<file path="src/pkg/adcsc_pkg.sv">
// shared constants, types and register map of the converter sequencer and compute block
package adcsc_pkg;

  // register byte offsets on the apb bus
  localparam logic [7:0] OFF_CTRL0    = 8'h00;
  localparam logic [7:0] OFF_CTRL1    = 8'h04;
  localparam logic [7:0] OFF_CTRL2    = 8'h08;
  localparam logic [7:0] OFF_PRE      = 8'h0C;
  localparam logic [7:0] OFF_ACQ      = 8'h10;
  localparam logic [7:0] OFF_RPT      = 8'h14;
  localparam logic [7:0] OFF_THLO     = 8'h18;
  localparam logic [7:0] OFF_THHI     = 8'h1C;
  localparam logic [7:0] OFF_STATUS   = 8'h20;
  localparam logic [7:0] OFF_RESULT   = 8'h24;
  localparam logic [7:0] OFF_ACC      = 8'h28;
  localparam logic [7:0] OFF_COUNT    = 8'h2C;

  // control zero fields
  localparam int CTRL0_GO_BIT         = 0;
  localparam int CTRL0_TRIG_EN_BIT    = 1;

  // control two fields
  localparam int CTRL2_MODE_LSB       = 0;
  localparam int CTRL2_THR_LSB        = 4;
  localparam int CTRL2_SHIFT_LSB      = 8;

  // status fields
  localparam int STAT_CONV_BIT        = 0;
  localparam int STAT_THR_BIT         = 1;
  localparam int STAT_BUSY_BIT        = 2;
  localparam int STAT_SECOND_BIT      = 3;

  // widths and timing
  localparam int TIME_W               = 13;
  localparam int RES_W                = 12;
  localparam int ACC_W                = 18;
  localparam int CNT_W                = 8;
  localparam int ACQ_MAX_CYCLES       = 8191;

  // reset values
  localparam logic [TIME_W-1:0] PRE_RST  = 13'h0000;
  localparam logic [TIME_W-1:0] ACQ_RST  = 13'h0000;
  localparam logic [CNT_W-1:0]  RPT_RST  = 8'h00;
  localparam logic [ACC_W-1:0]  THR_RST  = 18'h00000;
  localparam logic [2:0]        MODE_RST = 3'h0;

  // computation mode codes
  localparam logic [2:0] MODE_BASIC   = 3'h0;
  localparam logic [2:0] MODE_ACCUM   = 3'h1;
  localparam logic [2:0] MODE_AVG     = 3'h2;
  localparam logic [2:0] MODE_BURST   = 3'h3;
  localparam logic [2:0] MODE_LPF     = 3'h4;

  // threshold test codes
  localparam logic [2:0] THR_NEVER    = 3'h0;
  localparam logic [2:0] THR_BELOW    = 3'h1;
  localparam logic [2:0] THR_ABOVE    = 3'h2;
  localparam logic [2:0] THR_OUTSIDE  = 3'h3;
  localparam logic [2:0] THR_INSIDE   = 3'h4;

  // control one register layout, bit 3 down to bit 0
  typedef struct packed {
    logic second_sample_invert;
    logic double_sample_enable;
    logic guard_polarity;
    logic charge_level_select;
  } adcsc_cfg_t;

  localparam adcsc_cfg_t CFG_RST = '{default: 1'b0};

endpackage

</file>
<file path="src/hdl/adcsc_top.sv">
// converter precharge/acquisition sequencer, guard outputs and post-conversion compute with apb registers
//
// Behaviour
// - nonzero precharge length register enables the precharge phase.
// - precharge begins at every conversion start: go bit, special trigger, restart.
// - precharge length zero at conversion start skips precharge altogether.
// - during precharge hold capacitor leaves outer path, tied to rail by level bit.
// - during precharge channel pin driven to level bit, overriding pin direction.
// - precharge lasts as many cycles as the precharge length register holds.
// - acquisition starts at conversion start or after precharge; length from acquisition register.
// - acquisition start releases pin drivers and connects channel to hold capacitor.
// - precharge enabled and acquisition zero gives 8191 cycle acquisition.
// - precharge disabled and acquisition zero means no timed acquisition.
// - first precharge start sets both guard outputs to guard polarity.
// - acquisition start inverts guard A, guard B unchanged.
// - double sample with invert: both guards inverse at second precharge, A toggles again.
// - three-bit mode field in control two selects among five compute modes.
// - basic mode converts one or two samples; flag set after all samples.
// - accumulate mode adds result, counts, sets flag, tests threshold per setting.
// - average mode accumulates to repeat target, tests, restarts set on next trigger.
// - burst mode clears on trigger, converts repeatedly to repeat target, then tests.
// - filter mode filters each result, tests at repeat target and every trigger after.
//
// The APB slave port and the register offsets were left to the implementer.
`timescale 1ns/1ps

module adcsc_top
  import adcsc_pkg::*;
#(
  parameter int ACQ_MAX = ACQ_MAX_CYCLES
)
(
  // clock and reset
  input  wire logic              clock,
  input  wire logic              reset_n,
  // apb slave
  input  wire logic              psel,
  input  wire logic              penable,
  input  wire logic              pwrite,
  input  wire logic [7:0]        paddr,
  input  wire logic [31:0]       pwdata,
  output logic                   pready,
  output logic                   pslverr,
  output logic [31:0]            prdata,
  // conversion triggers
  input  wire logic              special_trigger,
  // converter core
  output logic                   conv_start,
  input  wire logic              conv_done,
  input  wire logic [RES_W-1:0]  conv_result,
  // sample path
  output logic                   hold_to_rail,
  output logic                   hold_rail_high,
  output logic                   hold_to_channel,
  // channel pin
  input  wire logic              pin_direction,
  input  wire logic              pin_port_data,
  output logic                   pin_out,
  output logic                   pin_oe,
  // guard ring
  output logic                   guard_out_a,
  output logic                   guard_out_b
);

  typedef enum logic [1:0] {ST_IDLE, ST_PRE, ST_ACQ, ST_CONV} adcsc_state_t;

  // software registers
  logic                go_q;
  logic                trig_en_q;
  adcsc_cfg_t          cfg_q;
  logic [2:0]          compute_mode_select_q;
  logic [2:0]          thr_mode_q;
  logic [2:0]          shift_q;
  logic [TIME_W-1:0]   pre_len_q;
  logic [TIME_W-1:0]   acquisition_time_q;
  logic [CNT_W-1:0]    repeat_target_q;
  logic [ACC_W-1:0]    thr_lo_q;
  logic [ACC_W-1:0]    thr_hi_q;
  logic                conversion_flag_q;
  logic                threshold_flag_q;
  logic [31:0]         prdata_q;

  // sequencer and compute state
  adcsc_state_t        state_q;
  logic [TIME_W-1:0]   timer_q;
  logic                second_q;
  logic                conv_start_q;
  logic                guard_a_q;
  logic                guard_b_q;
  logic [RES_W-1:0]    result_q;
  logic [ACC_W-1:0]    acc_q;
  logic [CNT_W-1:0]    accumulated_count_q;

  // saturating counter step
  function automatic logic [CNT_W-1:0] sat_inc(input logic [CNT_W-1:0] v);
    sat_inc = (v == {CNT_W{1'b1}}) ? v : v + 8'h01;
  endfunction

  // threshold comparison against the window registers
  function automatic logic thr_hit(input logic [2:0] m, input logic [ACC_W-1:0] v,
                                   input logic [ACC_W-1:0] lo, input logic [ACC_W-1:0] hi);
    case (m)
      THR_NEVER:   thr_hit = 1'b0;
      THR_BELOW:   thr_hit = v < lo;
      THR_ABOVE:   thr_hit = v > hi;
      THR_OUTSIDE: thr_hit = (v < lo) || (v > hi);
      THR_INSIDE:  thr_hit = (v >= lo) && (v <= hi);
      default:     thr_hit = 1'b1;
    endcase
  endfunction

  // apb decode
  wire         setup_ph   = psel && !penable;
  wire         access_ph  = psel && penable;
  wire         wr_en      = access_ph && pwrite;
  wire         hit_ctrl0  = paddr == OFF_CTRL0;
  wire         hit_ctrl1  = paddr == OFF_CTRL1;
  wire         hit_ctrl2  = paddr == OFF_CTRL2;
  wire         hit_pre    = paddr == OFF_PRE;
  wire         hit_acq    = paddr == OFF_ACQ;
  wire         hit_rpt    = paddr == OFF_RPT;
  wire         hit_thlo   = paddr == OFF_THLO;
  wire         hit_thhi   = paddr == OFF_THHI;
  wire         hit_status = paddr == OFF_STATUS;
  wire         hit_result = paddr == OFF_RESULT;
  wire         hit_acc    = paddr == OFF_ACC;
  wire         hit_count  = paddr == OFF_COUNT;
  wire         hit_any    = hit_ctrl0 || hit_ctrl1 || hit_ctrl2 || hit_pre || hit_acq || hit_rpt ||
                            hit_thlo || hit_thhi || hit_status || hit_result || hit_acc || hit_count;

  // sequencer decode
  wire         busy       = state_q != ST_IDLE;
  wire         go_write   = wr_en && hit_ctrl0 && pwdata[CTRL0_GO_BIT];
  wire         trigger    = !busy && (go_write || (trig_en_q && special_trigger));
  wire         pre_en     = pre_len_q != PRE_RST;
  wire         acq_zero   = acquisition_time_q == ACQ_RST;
  wire [TIME_W-1:0] acq_load = acq_zero ? ACQ_MAX[TIME_W-1:0] : acquisition_time_q;
  wire         timer_end  = timer_q == 13'h0001;
  wire         need_second = cfg_q.double_sample_enable && !second_q;
  wire         set_done   = (state_q == ST_CONV) && conv_done && !need_second;

  // compute datapath
  wire [CNT_W-1:0]  rpt_eff   = (repeat_target_q == RPT_RST) ? 8'h01 : repeat_target_q;
  wire [ACC_W-1:0]  sample    = {6'h00, conv_result};
  wire [ACC_W-1:0]  acc_add   = acc_q + sample;
  wire [ACC_W-1:0]  acc_lpf   = acc_q - (acc_q >> shift_q) + sample;
  wire              avg_fresh = accumulated_count_q >= rpt_eff;
  wire [CNT_W-1:0]  cnt_inc   = sat_inc(accumulated_count_q);
  logic [ACC_W-1:0] acc_new;
  logic [CNT_W-1:0] cnt_new;
  logic             test_now;
  logic             flag_now;
  logic             restart;

  always_comb
  begin
    acc_new  = acc_q;
    cnt_new  = accumulated_count_q;
    test_now = 1'b0;
    flag_now = 1'b1;
    restart  = 1'b0;
    case (compute_mode_select_q)
      MODE_BASIC:
      begin
        test_now = 1'b1;
      end
      MODE_ACCUM:
      begin
        acc_new  = acc_add;
        cnt_new  = cnt_inc;
        test_now = 1'b1;
      end
      MODE_AVG:
      begin
        acc_new  = avg_fresh ? sample : acc_add;
        cnt_new  = avg_fresh ? 8'h01 : cnt_inc;
        test_now = cnt_new == rpt_eff;
      end
      MODE_BURST:
      begin
        acc_new  = acc_add;
        cnt_new  = cnt_inc;
        test_now = cnt_new >= rpt_eff;
        flag_now = test_now;
        restart  = !test_now;
      end
      MODE_LPF:
      begin
        acc_new  = acc_lpf;
        cnt_new  = cnt_inc;
        test_now = cnt_new >= rpt_eff;
      end
      default:
      begin
        flag_now = 1'b0;
      end
    endcase
  end

  wire [ACC_W-1:0] test_val  = (compute_mode_select_q == MODE_BASIC) ? sample : acc_new;
  wire             thr_event = set_done && test_now && thr_hit(thr_mode_q, test_val, thr_lo_q, thr_hi_q);
  wire             conv_event = set_done && flag_now;
  wire             restart_now = set_done && restart;
  wire             start_first = trigger || restart_now;
  wire             start_second = (state_q == ST_CONV) && conv_done && need_second;
  wire             start_any = start_first || start_second;
  wire             second_next = start_second;

  // phase chosen when a sample begins
  wire             to_pre    = start_any && pre_en;
  wire             to_acq_0  = start_any && !pre_en && !acq_zero;
  wire             to_conv_0 = start_any && !pre_en && acq_zero;
  wire             pre_over  = (state_q == ST_PRE) && timer_end;
  wire             acq_over  = (state_q == ST_ACQ) && timer_end;
  wire             acq_begin = to_acq_0 || pre_over;
  wire             conv_begin = to_conv_0 || acq_over;
  wire             invert_second = second_next && cfg_q.second_sample_invert;

  // sequencer state and phase timer
  always_ff @(posedge clock or negedge reset_n)
  begin
    if (!reset_n)
    begin
      state_q      <= ST_IDLE;
      timer_q      <= PRE_RST;
      second_q     <= 1'b0;
      conv_start_q <= 1'b0;
    end
    else
    begin
      conv_start_q <= conv_begin;
      if (to_pre)
      begin
        state_q <= ST_PRE;
        timer_q <= pre_len_q;
      end
      else if (acq_begin)
      begin
        state_q <= ST_ACQ;
        timer_q <= acq_load;
      end
      else if (conv_begin)
        state_q <= ST_CONV;
      else if (set_done)
        state_q <= ST_IDLE;
      else if (state_q == ST_PRE || state_q == ST_ACQ)
        timer_q <= timer_q - 13'h0001;
      if (start_any)
        second_q <= second_next;
    end
  end

  // guard ring outputs follow the phase edges
  always_ff @(posedge clock or negedge reset_n)
  begin
    if (!reset_n)
    begin
      guard_a_q <= 1'b0;
      guard_b_q <= 1'b0;
    end
    else if (to_pre)
    begin
      guard_a_q <= invert_second ? !cfg_q.guard_polarity : cfg_q.guard_polarity;
      guard_b_q <= invert_second ? !cfg_q.guard_polarity : cfg_q.guard_polarity;
    end
    else if (acq_begin)
      guard_a_q <= !guard_a_q;
  end

  // accumulator, count and last result
  always_ff @(posedge clock or negedge reset_n)
  begin
    if (!reset_n)
    begin
      acc_q               <= THR_RST;
      accumulated_count_q <= RPT_RST;
      result_q            <= 12'h000;
    end
    else if (trigger && compute_mode_select_q == MODE_BURST)
    begin
      acc_q               <= THR_RST;
      accumulated_count_q <= RPT_RST;
    end
    else if (set_done)
    begin
      acc_q               <= acc_new;
      accumulated_count_q <= cnt_new;
      result_q            <= conv_result;
    end
    else if (wr_en && hit_acc)
    begin
      acc_q               <= THR_RST;
      accumulated_count_q <= RPT_RST;
    end
    else if ((state_q == ST_CONV) && conv_done)
      result_q            <= conv_result;
  end

  // software control registers
  always_ff @(posedge clock or negedge reset_n)
  begin
    if (!reset_n)
    begin
      trig_en_q             <= 1'b0;
      cfg_q                 <= CFG_RST;
      compute_mode_select_q <= MODE_RST;
      thr_mode_q            <= THR_NEVER;
      shift_q               <= 3'h0;
      pre_len_q             <= PRE_RST;
      acquisition_time_q    <= ACQ_RST;
      repeat_target_q       <= RPT_RST;
      thr_lo_q              <= THR_RST;
      thr_hi_q              <= THR_RST;
    end
    else if (wr_en)
    begin
      if (hit_ctrl0)
        trig_en_q <= pwdata[CTRL0_TRIG_EN_BIT];
      if (hit_ctrl1)
        cfg_q <= adcsc_cfg_t'(pwdata[3:0]);
      if (hit_ctrl2)
      begin
        compute_mode_select_q <= pwdata[CTRL2_MODE_LSB +: 3];
        thr_mode_q            <= pwdata[CTRL2_THR_LSB +: 3];
        shift_q               <= pwdata[CTRL2_SHIFT_LSB +: 3];
      end
      if (hit_pre)
        pre_len_q <= pwdata[TIME_W-1:0];
      if (hit_acq)
        acquisition_time_q <= pwdata[TIME_W-1:0];
      if (hit_rpt)
        repeat_target_q <= pwdata[CNT_W-1:0];
      if (hit_thlo)
        thr_lo_q <= pwdata[ACC_W-1:0];
      if (hit_thhi)
        thr_hi_q <= pwdata[ACC_W-1:0];
    end
  end

  // go bit stays set until the sample set finishes; flags set by hardware beat a clear
  wire clr_conv = wr_en && hit_status && pwdata[STAT_CONV_BIT];
  wire clr_thr  = wr_en && hit_status && pwdata[STAT_THR_BIT];

  always_ff @(posedge clock or negedge reset_n)
  begin
    if (!reset_n)
    begin
      go_q              <= 1'b0;
      conversion_flag_q <= 1'b0;
      threshold_flag_q  <= 1'b0;
    end
    else
    begin
      go_q              <= trigger ? 1'b1 : ((set_done && !restart) ? 1'b0 : go_q);
      conversion_flag_q <= conv_event || (conversion_flag_q && !clr_conv);
      threshold_flag_q  <= thr_event || (threshold_flag_q && !clr_thr);
    end
  end

  // read data captured in the setup cycle, valid through the access cycle
  logic [31:0] rd_mux;

  always_comb
  begin
    rd_mux = 32'h0000_0000;
    case (1'b1)
      hit_ctrl0:  rd_mux = {30'h0, trig_en_q, go_q};
      hit_ctrl1:  rd_mux = {28'h0, cfg_q};
      hit_ctrl2:  rd_mux = {21'h0, shift_q, 1'b0, thr_mode_q, 1'b0, compute_mode_select_q};
      hit_pre:    rd_mux = {19'h0, pre_len_q};
      hit_acq:    rd_mux = {19'h0, acquisition_time_q};
      hit_rpt:    rd_mux = {24'h0, repeat_target_q};
      hit_thlo:   rd_mux = {14'h0, thr_lo_q};
      hit_thhi:   rd_mux = {14'h0, thr_hi_q};
      hit_status: rd_mux = {28'h0, second_q, busy, threshold_flag_q, conversion_flag_q};
      hit_result: rd_mux = {20'h0, result_q};
      hit_acc:    rd_mux = {14'h0, acc_q};
      hit_count:  rd_mux = {24'h0, accumulated_count_q};
      default:    rd_mux = 32'h0000_0000;
    endcase
  end

  always_ff @(posedge clock or negedge reset_n)
  begin
    if (!reset_n)
      prdata_q <= 32'h0000_0000;
    else if (setup_ph && !pwrite)
      prdata_q <= rd_mux;
  end

  // outputs
  wire in_pre = state_q == ST_PRE;

  assign pready          = 1'b1;
  assign pslverr         = access_ph && !hit_any;
  assign prdata          = prdata_q;
  assign conv_start      = conv_start_q;
  assign hold_to_rail    = in_pre;
  assign hold_rail_high  = in_pre && cfg_q.charge_level_select;
  // channel joins the hold capacitor for acquisition and conversion only
  assign hold_to_channel = (state_q == ST_ACQ) || (state_q == ST_CONV);
  // precharge drive wins over the direction bit; released when acquisition starts
  assign pin_oe          = in_pre ? 1'b1 : !pin_direction;
  assign pin_out         = in_pre ? cfg_q.charge_level_select : pin_port_data;
  assign guard_out_a     = guard_a_q;
  assign guard_out_b     = guard_b_q;

endmodule

</file>
<file path="config.mk">
export PLATFORM = sky130hd
export DESIGN_NAME = adcsc_top
export DESIGN_NICKNAME = d
export VERILOG_FILES = /design/src/pkg/adcsc_pkg.sv /design/src/hdl/adcsc_top.sv
export SDC_FILE = /design/constraint.sdc
export NUM_CORES = 1
export LEC_CHECK = 0
export ABC_AREA = 1
export BUFFER_PORTS_ARGS = -buffer_cell sky130_fd_sc_hd__buf_4
export CORE_ASPECT_RATIO = 1.75
export CORE_MARGIN = 2
export CORE_UTILIZATION = 40
export DETAILED_ROUTE_END_ITERATION = 10
export HOLD_SLACK_MARGIN = 0.05
export PLACE_DENSITY = 0.69
export SLEW_MARGIN = 20
export SYNTH_ARGS = -nofsm -noshare
export SYNTH_HDL_FRONTEND = slang
export SYNTH_SLANG_ARGS = --single-unit
</file>
<file path="constraint.sdc">
create_clock -name clock -period 4.8 [get_ports clock]
set_input_delay 0.24 -clock clock [delete_from_list [all_inputs] [get_ports clock]]
set_output_delay 0.24 -clock clock [all_outputs]
set_load 0.03 [all_outputs]
</file>
==> impl_metrics.py <==
metrics = {
    "outcome": {
        "status": "finished with violations",
        "violations": "setup timing",
    },
    "global_route": {
        "first_global_vias": 12965,
        "grt_pass1_wl_um": 67600,
        "grt_max_degree": 84,
        "grt_overflow": 0,
        "antenna_found_initial": 0,
        "grt_usage": 0.270,
    },
    "power_and_ir_drop": {
        "switching_power_uw": 1120,
        "p_int_uw": 2690,
        "finalPower_uw": 3810,
        "clock_power_share": 0.411,
        "power_frac_comb": 0.220,
        "power_density_nw_per_um2": 246,
        "ir_drop_v": 0.000255,
        "power.share.switching": 0.293,
        "p_leak_uw": 0.00760,
        "p_seq_frac": 0.368,
    },
    "timing": {
        "setup_viol": 1,
        "tns_ps": -180,
        "worstMarginPinSlew_ps": 1040,
        "rsz0062_at_grt": "yes",
        "slew_headroom": 0.307,
        "clock.fmax_mhz": 201,
        "skew_ps": 14.3,
        "min_period_over_period": 1.04,
        "final-hold-violation-count": 0,
        "setup_slack_ps": -180,
        "maxSlewViolCount": 0,
        "period_needed_ps": 4980,
    },
    "critical_path": {
        "rr_startpoint": "shift_q[0]",
        "end_kind": "flip-flop",
        "critical_path.startpoint": "shift_q[0]",
        "critPathKind": "flip-flop to flip-flop",
        "ff2ff_setup_slack_ps": -180,
        "arrival_ps": 5300,
        "cp.required_ps": 5120,
        "critical_path.most_common_cell": "nand2_1",
        "critPathSlowestCell": "fa_1",
        "cp_num_buf_inv": 7,
        "start_kind": "flip-flop",
        "crit_family": "simple AND/OR/NAND/NOR gates",
        "slowest_delay_ps": 490,
        "cp_max_fo": 18,
    },
    "detailed_routing": {
        "wl_um": 43600,
        "wl_per_cell_um": 18.6,
        "drt-vias-per-instance": 5.51,
        "drtPass1Iterations": 5,
        "final_antenna_net_count": 0,
        "drc_errors": 0,
        "drtIter0Drc": 967,
        "vias": 12924,
    },
    "cells_and_area": {
        "fin_nets": 2109,
        "n_antenna_cell": 0,
        "nFillCells": 3080,
        "layout-drive-gt1-share": 0.192,
        "fin_util": 0.501,
        "layout_common_cells": "nand2_1 (401), inv_1 (243), buf_4 (220), o21ai_0 (200), dfrtp_1 (161)",
        "syn2layout_area_growth_pct": 23.5,
        "layout_commonest_cell": "nand2_1",
        "fin_area_um2": 15500,
    },
    "clock_network": {
        "cts_root_buf": "clkbuf_16",
        "clk_latency_ps": 450,
        "clockBufferDepth": 2,
        "cts_tree": "built",
        "htree_num_levels": 4,
        "cts_made_buffers": 17,
        "clkTransAtPathRegs_ps": 70,
        "cts_sinks": 162,
    },
    "place": {
        "place_area_um2": 14300,
        "dp_slack_ps": -445,
        "hpwlAfterDp_um": 34700,
        "portBuffers": 73,
        "gp_congestion": 1.01,
    },
    "synthesis": {
        "synthSimpleGateAreaFrac": 0.227,
        "syn-cell-area_um2": 12500,
        "synth_compound_area_frac": 0.205,
        "syn_area_per_cell_um2": 7.14,
        "synth_top_flop_cell": "dfrtp_1",
        "synth_top_family_by_area": "simple AND/OR/NAND/NOR gates",
        "ys_seq_area_frac": 0.324,
        "synth_top_cells_by_area": "dfrtp_1 (32%), nand2_1 (12%), o21ai_0 (9.9%)",
        "synth_warnings": 0,
        "async_flop_share": 1.00,
        "synth_fa_ha_area_frac": 0.113,
        "synth-edff-count": 0,
        "yosys.area_share.xor_xnor": 0.0217,
        "ys_ff_latch": 162,
        "synthMuxAreaShare": 0.00320,
        "syn_inst": 1752,
        "synth_top_area_cell": "dfrtp_1",
        "ys_types": 59,
        "synth.top_cell.area_share": 0.324,
    },
    "worst_hold_path": {
        "min_path_type": "input pin to flip-flop",
        "min_from": "pwdata[15]",
    },
    "die": {
        "die_area_um2": 32800,
        "std_cell_rows": 85,
        "start_util": 0.406,
        "die-width_um": 138,
        "die_h_um": 238,
        "coreArea_um2": 30800,
        "ios": 103,
    },
    "job": {
        "cap_violations": 0,
    },
}
## synth_stat cells, types with 10 or more instances
library cell and n:
nand3_1 66, xor2_1 21, buf_4 16, o21ai_0 247
nand2_1 415, o2111ai_1 17, nor3_1 12, o211ai_1 11
fa_1 13, o22ai_1 35, nand4_1 24, inv_2 17
inv_1 245, a21oi_1 76, dfrtp_1 162, clkbuf_1 43
o21ai_1 26, nor2_1 92, xnor2_1 10, ha_1 92
## state kept, by name (all words and copies together) (netlist names), 8 cells and up
name and count:
acc_q 18, prdata 18, thr_hi_q 18, thr_lo_q 18, acquisition_time_q 13, pre_len_q 13, timer_q 13, result_q 12
accumulated_count_q 8, repeat_target_q 8
## metrics by stage
step                std cells  hold WS [ps]
detailed placement       2294           350
finish                   2347          73.6
floorplan                1765         -55.6
CTS                      2340          65.6
global placement         2294           347
global route             2347          95.8
## area by class of cell
class	instances	area, um2	share of cell area
timing repair buffer	226	1750	0.113
clock buffer	20	467	0.0302
inverter	265	995	0.0644
sequential	162	4060	0.262
clock inverter	12	200	0.0130
tap	391	489	0.0317
multi-input combinational	1271	7500	0.485
## path summary, 6_finish.rpt
check / end / cells after the start
worst max register to register: threshold_flag_q / 37
worst min-delay path: thr_lo_q[15] / 3
worst max-delay path: threshold_flag_q / 37
min in group asynchronous: acc_q[1] / 2
worst min register to register: thr_hi_q[3] / 2
max in group asynchronous: prdata[15] / 3
## power by group through the flow
stage	registers (uW)	clock network, uW	logic (uW)
final	1400	1570	838
after CTS	1400	1570	794
after global placement	1430	0	743
after global routing	1400	1630	929
after detailed placement	1430	0	758
after floorplan	1430	0	443
## routing by layer
metal  share of wire  vias to the layer above  track usage
li1                -                     6191            -
met2            0.53                      448        0.496
met5               0                        -            0
met1            0.35                     6108        0.276
met3           0.033                      177       0.0276
met4           0.085                        0        0.202
## worst min-delay path, cell delays in order
cell and delay [ps]:
buf_4 110, inv_1 50, o21ai_0 70
## repair_timing
item,CTS,global route
hold buffers,1,0
pin swaps,13,30
endpoints found under the setup margin,1,2
endpoints found under the hold margin,81,0
gates resized for setup,46,73
gates cloned,0,2
setup buffers,13,5
## kinds of logic (layout without fill, tap and decap cells)
family	after synthesis	after routing
AND/OR/NAND/NOR	658	658
AO/OA/AOI/OAI	458	458
buffers and inverters	332	523
flip-flops	162	162
adder cells (fa/ha/maj)	105	105
XOR/XNOR	31	31
multiplexers	4	4
other	2	15
Note: power is estimated with default switching activity, not from simulation.
